===== src/shared/lpe_defs.svh =====
`ifndef LPE_DEFS_SVH
`define LPE_DEFS_SVH
// Operation
// - While a lookup parity error is flagged, no later lookup may change any field of the info register.
// - While no lookup parity error is flagged, software writes to the info register are ignored.
// - The high byte field holds the upper byte of a 16-bit destination ID from the failing lookup.
// - For a small, single-byte destination ID the whole 8-bit ID goes into the high byte field.
// - The low byte field holds the lower byte of a 16-bit destination ID from the failing lookup.
// - For a small destination ID the low byte field is unused and carries no meaning.
// - The large ID flag is set when the failing packet's transport type code is not zero.
// - Once software clears the parity error flag, the captured ID fields are no longer valid.
// - The captured parity field holds the parity bit read from the table for the failing entry.
// - The mapped flag reads 0 for an unmapped entry, and the port field then holds all ones.
// - The mapped flag reads 1 for a mapped entry, and the port field gives the target port.
// - The port field holds the routing port of the failing entry, all ones when unmapped.

// Register offsets
`define LPE_OFS_INFO      8'h10
`define LPE_OFS_STATUS    8'h18
`define LPE_OFS_MASK      8'h1C
`define LPE_OFS_COUNT     8'h20

// Reset values
`define LPE_INFO_RESET    32'h0000_0000
`define LPE_STATUS_RESET  2'h0
`define LPE_MASK_RESET    2'h0
`define LPE_COUNT_RESET   8'h00

// Info register field positions
`define LPE_HI_MSB        31
`define LPE_HI_LSB        24
`define LPE_LO_MSB        23
`define LPE_LO_LSB        16
`define LPE_LARGE_BIT     15
`define LPE_PAR_BIT       7
`define LPE_MAP_BIT       6
`define LPE_PORT_MSB      3
`define LPE_PORT_LSB      0

// Writable bits of the info register; reserved bits read zero
`define LPE_INFO_WMASK    32'hFFFF_80CF

// Field values
`define LPE_PORT_UNMAPPED 4'hF
`define LPE_TT_SMALL      2'h0
`define LPE_LO_UNUSED     8'h00

// Status bit positions
`define LPE_ST_ERR        0
`define LPE_ST_OVR        1
`endif


===== src/shared/lpe_pkg.sv =====
package lpe_pkg;
   // Freeze state of the capture register
   typedef enum logic {
      LPE_ARMED,
      LPE_FROZEN
   } lpe_state_type;

   typedef logic [31:0] lpe_word_type;
endpackage : lpe_pkg


===== src/shared/lpe_cap_if.sv =====
`timescale 1ns/1ps
`default_nettype none
// Lookup details in, packed capture word out
interface lpe_cap_if;
   logic [15:0]         dest_id;
   logic [1:0]          tt;
   logic                parity;
   logic                mapped;
   logic [3:0]          port;
   lpe_pkg::lpe_word_type word;

   modport src  (output dest_id, output tt, output parity, output mapped, output port, input word);
   modport pack (input dest_id, input tt, input parity, input mapped, input port, output word);
endinterface : lpe_cap_if
`default_nettype wire


===== src/logic/lpe_field_pack.sv =====
`timescale 1ns/1ps
`default_nettype none
`include "lpe_defs.svh"
module lpe_field_pack (
   lpe_cap_if.pack cap
);
   // Lay lookup details into the register layout
   always_comb begin
      cap.word = `LPE_INFO_RESET;
      if (cap.tt == `LPE_TT_SMALL) begin
         cap.word[`LPE_HI_MSB:`LPE_HI_LSB] = cap.dest_id[7:0];
         cap.word[`LPE_LO_MSB:`LPE_LO_LSB] = `LPE_LO_UNUSED;
      end else begin
         cap.word[`LPE_HI_MSB:`LPE_HI_LSB] = cap.dest_id[15:8];
         cap.word[`LPE_LO_MSB:`LPE_LO_LSB] = cap.dest_id[7:0];
      end
      cap.word[`LPE_LARGE_BIT] = (cap.tt != `LPE_TT_SMALL);
      cap.word[`LPE_PAR_BIT]   = cap.parity;
      // Mapped flag is stored as read even though it may be corrupt
      cap.word[`LPE_MAP_BIT]   = cap.mapped;
      if (cap.mapped) begin
         cap.word[`LPE_PORT_MSB:`LPE_PORT_LSB] = cap.port;
      end else begin
         cap.word[`LPE_PORT_MSB:`LPE_PORT_LSB] = `LPE_PORT_UNMAPPED;
      end
   end
endmodule : lpe_field_pack
`default_nettype wire


===== src/logic/lpe_capture.sv =====
// Added by the designer: the register addresses and the address-and-strobe port.
`timescale 1ns/1ps
`default_nettype none
`include "lpe_defs.svh"
module lpe_capture #(
   parameter int ADDR_W  = 8,
   parameter int COUNT_W = 8
) (
   input  wire logic              mclk,
   input  wire logic              rst_b,
   input  wire logic [ADDR_W-1:0] reg_addr,
   input  wire logic [31:0]       reg_wdata,
   input  wire logic              reg_wr,
   input  wire logic              reg_rd,
   output var  logic [31:0]       reg_rdata_q,
   input  wire logic              lk_valid,
   input  wire logic              lk_par_err,
   input  wire logic [15:0]       lk_dest_id,
   input  wire logic [1:0]        lk_tt,
   input  wire logic              lk_parity,
   input  wire logic              lk_mapped,
   input  wire logic [3:0]        lk_port,
   output var  logic              par_err_flag_q,
   output var  logic              irq_q
);

   // Freeze state, info word and interrupt registers
   lpe_pkg::lpe_state_type state_q;
   lpe_pkg::lpe_state_type state_d;
   lpe_pkg::lpe_word_type  info_q;
   lpe_pkg::lpe_word_type  info_d;
   logic [1:0]             ovr_q;
   logic [1:0]             ovr_d;
   logic [1:0]             mask_q;
   logic [1:0]             mask_d;
   logic [1:0]             status_d;
   logic [COUNT_W-1:0]     count_q;
   logic [COUNT_W-1:0]     count_d;
   logic [31:0]            rdata_d;

   // Decoded accesses
   logic                   hit_info;
   logic                   hit_status;
   logic                   hit_mask;
   logic                   hit_count;
   logic                   wr_info;
   logic                   rd_status;
   logic                   wr_mask;
   logic                   err_event;
   logic                   capture;

   lpe_cap_if cap ();

   // Present the current lookup to the packer
   assign cap.dest_id = lk_dest_id;
   assign cap.tt      = lk_tt;
   assign cap.parity  = lk_parity;
   assign cap.mapped  = lk_mapped;
   assign cap.port    = lk_port;

   lpe_field_pack u_pack (
      .cap (cap)
   );

   // Address decode on all ADDR_W address bits
   assign hit_info   = (reg_addr == ADDR_W'(`LPE_OFS_INFO));
   assign hit_status = (reg_addr == ADDR_W'(`LPE_OFS_STATUS));
   assign hit_mask   = (reg_addr == ADDR_W'(`LPE_OFS_MASK));
   assign hit_count  = (reg_addr == ADDR_W'(`LPE_OFS_COUNT));
   assign wr_info    = reg_wr && hit_info;
   assign rd_status  = reg_rd && hit_status;
   assign wr_mask    = reg_wr && hit_mask;

   // A parity error reported by the routing lookup this cycle
   assign err_event  = lk_valid && lk_par_err;

   // Only the first error after the flag was cleared is recorded
   assign capture    = err_event && (state_q == lpe_pkg::LPE_ARMED);

   // Freeze state: a status read clears it, a new error sets it, set wins
   always_comb begin
      state_d = state_q;
      unique case (state_q)
         lpe_pkg::LPE_ARMED: begin
            if (capture) begin
               state_d = lpe_pkg::LPE_FROZEN;
            end
         end
         lpe_pkg::LPE_FROZEN: begin
            // Clearing the flag releases the fields; their old content is stale
            if (rd_status) begin
               state_d = lpe_pkg::LPE_ARMED;
            end
            if (err_event) begin
               state_d = lpe_pkg::LPE_FROZEN;
            end
         end
      endcase
   end

   always_ff @(posedge mclk or negedge rst_b) begin
      if (!rst_b) begin
         state_q <= lpe_pkg::LPE_ARMED;
      end else begin
         state_q <= state_d;
      end
   end

   // Info word: lookups load it only when armed, software only when frozen
   always_comb begin
      info_d = info_q;
      if (capture) begin
         info_d = cap.word;
      end else if (wr_info && (state_q == lpe_pkg::LPE_FROZEN)) begin
         // Frozen against lookups, but software may still patch the fields
         info_d = reg_wdata & `LPE_INFO_WMASK;
      end
      // An unflagged write falls through and leaves the word as it was
   end

   always_ff @(posedge mclk or negedge rst_b) begin
      if (!rst_b) begin
         info_q <= `LPE_INFO_RESET;
      end else begin
         info_q <= info_d;
      end
   end

   // Overrun: an error that arrives while frozen is lost, so note it
   always_comb begin
      ovr_d = ovr_q;
      if (rd_status) begin
         ovr_d = `LPE_STATUS_RESET;
      end
      // Set wins over the read clear in the same cycle
      if (err_event && (state_q == lpe_pkg::LPE_FROZEN)) begin
         ovr_d[`LPE_ST_OVR] = 1'b1;
      end
   end

   always_ff @(posedge mclk or negedge rst_b) begin
      if (!rst_b) begin
         ovr_q <= `LPE_STATUS_RESET;
      end else begin
         ovr_q <= ovr_d;
      end
   end

   // Mask register, same layout as the status
   always_comb begin
      mask_d = mask_q;
      if (wr_mask) begin
         mask_d = reg_wdata[1:0];
      end
   end

   always_ff @(posedge mclk or negedge rst_b) begin
      if (!rst_b) begin
         mask_q <= `LPE_MASK_RESET;
      end else begin
         mask_q <= mask_d;
      end
   end

   // Saturating error count, so a storm of errors never wraps to zero
   always_comb begin
      count_d = count_q;
      if (err_event && (count_q != {COUNT_W{1'b1}})) begin
         count_d = count_q + COUNT_W'(1);
      end
   end

   always_ff @(posedge mclk or negedge rst_b) begin
      if (!rst_b) begin
         count_q <= COUNT_W'(`LPE_COUNT_RESET);
      end else begin
         count_q <= count_d;
      end
   end

   // Status view: error flag from the freeze state, overrun from its own bit
   always_comb begin
      status_d              = ovr_d;
      status_d[`LPE_ST_ERR] = (state_d == lpe_pkg::LPE_FROZEN);
   end

   // Interrupt and flag come from the next-state values so they stay on flops
   always_ff @(posedge mclk or negedge rst_b) begin
      if (!rst_b) begin
         irq_q          <= 1'b0;
         par_err_flag_q <= 1'b0;
      end else begin
         irq_q          <= |(status_d & mask_d);
         par_err_flag_q <= (state_d == lpe_pkg::LPE_FROZEN);
      end
   end

   // Read mux; unmapped addresses read zero
   always_comb begin
      rdata_d = 32'h0000_0000;
      if (reg_rd) begin
         if (hit_info) begin
            rdata_d = info_q;
         end else if (hit_status) begin
            rdata_d[1:0] = {ovr_q[`LPE_ST_OVR], (state_q == lpe_pkg::LPE_FROZEN)};
         end else if (hit_mask) begin
            rdata_d[1:0] = mask_q;
         end else if (hit_count) begin
            rdata_d[COUNT_W-1:0] = count_q;
         end
      end
   end

   // Read data stands for exactly the cycle after the strobe
   always_ff @(posedge mclk or negedge rst_b) begin
      if (!rst_b) begin
         reg_rdata_q <= 32'h0000_0000;
      end else begin
         reg_rdata_q <= rdata_d;
      end
   end

endmodule : lpe_capture
`default_nettype wire


===== config.mk =====
export PLATFORM = sky130hd
export DESIGN_NAME = lpe_capture
export DESIGN_NICKNAME = d
export VERILOG_FILES = /design/src/shared/lpe_pkg.sv /design/src/shared/lpe_cap_if.sv /design/src/logic/lpe_field_pack.sv /design/src/logic/lpe_capture.sv
export VERILOG_INCLUDE_DIRS = /design/src /design/src/shared
export SDC_FILE = /design/constraint.sdc
export NUM_CORES = 1
export LEC_CHECK = 0
export BUFFER_PORTS_ARGS = -buffer_cell sky130_fd_sc_hd__buf_4
export CAP_MARGIN = 30
export CORE_MARGIN = 2
export CORE_UTILIZATION = 44
export DETAILED_ROUTE_END_ITERATION = 6
export HOLD_SLACK_MARGIN = 0.06
export PLACE_DENSITY = 0.74
export SLEW_MARGIN = 20
export SYNTH_ARGS = -nofsm -noshare
export SYNTH_HDL_FRONTEND = slang
export SYNTH_SLANG_ARGS = --single-unit

===== constraint.sdc =====
create_clock -name mclk -period 2 [get_ports mclk]
set_clock_uncertainty 0.2 [all_clocks]
set_input_delay 0.4 -clock mclk [delete_from_list [all_inputs] [get_ports mclk]]
set_output_delay 0.4 -clock mclk [all_outputs]
set_load 0.005 [all_outputs]

==> flow_summary.toml <==
[clock_network]
cts_setup_buffers = 0
clk_pin_slew_ns = 0.07
cts_tree = "yes"
cts_buffers = 9
clkSinkCount = 61
cts_buffer_depth = 2
clk_latency_ns = 0.33
root_buffer = "clkbuf_8"
htree_levels = 3

[global_routing]
grtUsageTotal = 0.2016
grt.overflow.total = 0
grt_pass1_vias = 2262
grt_pass1_wl_mm = 10.98
grt_max_degree = 37
antenna_found_initial = 0

[final_layout]
n_fill_cell = 519
final_core_util = 0.6291
final_cells = 427
antenna_cells = 0
regArea_sq_um = 1526
nets = 418
multi_input_area_sq_um = 1152
drive_above_1_share = 0.3523
syn_to_final_growth_pct = 36.23

[outcome]
status = "finished clean"

[power]
power_density_nw_per_um2 = 795.4
ir_worst_vdd_uv = 416.5
p_total_uw = 2998
power.leakage_uw = 0.001991

[worst_setup_path]
arrival_ns = 1.86
cp-end-kind = "flop"
crit_buf_inv = 1
required_ns = 2.01
start_kind = "input pin"
path_max_fanout = 5
worstPathCellList = "buf_4 > or4_4 > o31ai_1 > a22oi_1 > a311o_1"
crit_type = "in2reg"
cpLargestDelayFamily = "compound AO/OA/AOI/OAI gates"
critPathMaxStageDelay_ns = 0.57
critical_path.slowest_cell = "or4_4"

[sta]
period_needed_ns = 1.846
fmax_mhz = 541.6
finalHoldViolCount = 0
period_share = 0.9232
finalSetupViolCount = 0
drv_slew = 0
grt_setup_unrepaired = "false"

[synth]
netlist_area_sq_um = 2766
yosysWarnings = 0
ys_seq_area_frac = 0.5518
synth-seq-cells = 61
ys_types = 38
synthCells = 246
avgSynthCellArea_sq_um = 11.25

[placed_design]
gp_congestion = 0.8210
placedCellCount = 410
io_buffers = 87
dp_hpwl_mm = 4.741

[drt]
drc = 0
vias = 2231
drt_iter0_markers = 121
wl_mm = 6.623
via_per_inst = 5.225
dr.pass1.iters = 4
ant_nets = 0
detail_route.wl_per_cell_um = 15.51

[floorplanning]
die-area_sq_um = 6937
die_w_um = 83.29
io_pins = 104
core_area_sq_um = 5991
fp.dieH_um = 83.29
start_util = 0.4618
num_rows = 28

[run]
drv_cap = 0

[min_path]
hold_path_class = "in2reg"
## worst reg2reg max path: stages (launching register included)
cell and delay [ns]:
dfrtp_1 0.42, ha_1 0.21, and3_1 0.23, a311oi_1 0.26, buf_4 0.16, nand3_1 0.09, xnor2_1 0.13
## layer usage
layer | up-vias | part of all wire | global-route usage
li1 | 1065 | - | -
met1 | 1081 | 0.44 | 0.2606
met2 | 73 | 0.48 | 0.3167
met3 | 12 | 0.055 | 0.05169
met4 | 0 | 0.021 | 0.09538
met5 | - | 0 | 0
## cell families (layout without fill, tap and decap cells)
kind of cell             after synthesis  after routing  share of synthesized area
AO/OA/AOI/OAI                         60             60                     0.1388
AND/OR/NAND/NOR                       74             74                     0.1556
buffers and inverters                 19            119                    0.04161
multiplexers                          24             24                    0.08729
other                                  1              7                   0.001356
XOR/XNOR                               6              6                    0.01900
flip-flops                            61             61                     0.5518
adder cells (fa/ha/maj)                1              1                   0.004522
## what timing repair did
item                       CTS  global route
gates resized for setup      0             0
setup endpoints to repair    0             0
hold endpoints to repair    25             0
hold buffers                 1             0
## per-stage QoR
step           instance area, sq um  worst slack (ns)  TNS, ns  hold WS, ns
6_report                       3769            0.1536        0       0.1185
5_1_grt                        3769           0.05565        0       0.1158
4_1_cts                        3769            0.1849        0       0.1002
3_5_place_dp                   3572           -0.1876   -1.406       0.1276
3_3_place_gp                   3572           -0.1551   -1.081       0.1234
2_1_floorplan                  2794           0.01600        0     -0.09559
## Yosys cell counts
master,instances,area [sq um]
a211oi_1,8,60.06
a21oi_1,34,170.2
a22o_1,6,52.55
a22oi_1,2,15.01
a311o_1,1,10.01
a311oi_1,1,8.760
a31oi_1,2,12.51
and2_1,27,168.9
and3_1,6,37.54
and4b_1,1,10.01
buf_1,2,7.510
buf_4,7,52.55
buf_6,2,22.52
clkbuf_1,5,18.77
clkbuf_2,2,10.01
conb_1,1,3.750
dfrtp_1,61,1526
ha_1,1,12.51
inv_1,1,3.750
mux2_2,1,11.26
mux2i_1,23,230.2
nand2_1,12,45.04
nand2b_1,1,6.260
nand3_1,4,20.02
nand3b_1,1,7.510
nand4_1,2,12.51
nand4_2,1,12.51
nor2_1,8,30.03
nor2b_1,2,12.51
nor3b_1,5,37.54
nor4_1,1,6.260
o211a_1,2,20.02
o31ai_1,3,22.52
o31ai_2,1,12.51
or2_2,2,12.51
or4_4,1,11.26
xnor2_1,4,35.03
xor2_1,2,17.52
## cell type report
cell class                 count  share of cell area
inverter                       1           0.0009960
clock buffer                  11             0.04017
clock inverter                 5            0.009296
timing repair buffer         102              0.2138
sequential                    61              0.4050
tap                           75             0.02490
multi-input combinational    172              0.3058
## worst paths after layout
path / start / to / slack (ns) / cells past startpoint
max: reg_addr[1] / irq_q / 0.15 / 5
min in group asynchronous: rst_b / info_q[2] / 0.31 / 2
min: lk_port[3] / info_q[3] / 0.12 / 3
min reg2reg: info_q[23] / reg_rdata_q[23] / 0.27 / 1
max reg2reg: count_q[1] / count_q[7] / 0.19 / 6
max in group asynchronous: rst_b / info_q[30] / 0.78 / 3
## flip-flops by register name, indices dropped and copies added (netlist names)
register        flops
count_q             8
info_q             23
irq_q               1
mask_q              2
ovr_q               1
par_err_flag_q      1
reg_rdata_q        25
## placed cells by master, fill, tap and decap left out, types with 4 or more instances in the layout
cell and instances:
a21oi_1 34, nor3b_1 5, clkinvlp_4 4, and2_1 27
a211oi_1 8, clkbuf_8 11, buf_4 98, xnor2_1 4
mux2i_1 23, nand2_1 12, nor2_1 8, nand3_1 4
and3_1 6, dfrtp_1 61, conb_1 7, a22o_1 6
## power breakdown
part | switching, uW | internal (uW)
Combinational | 190 | 258
Sequential | 127 | 1410
Clock | 497 | 514
Note: power is estimated with default switching activity, not from simulation.
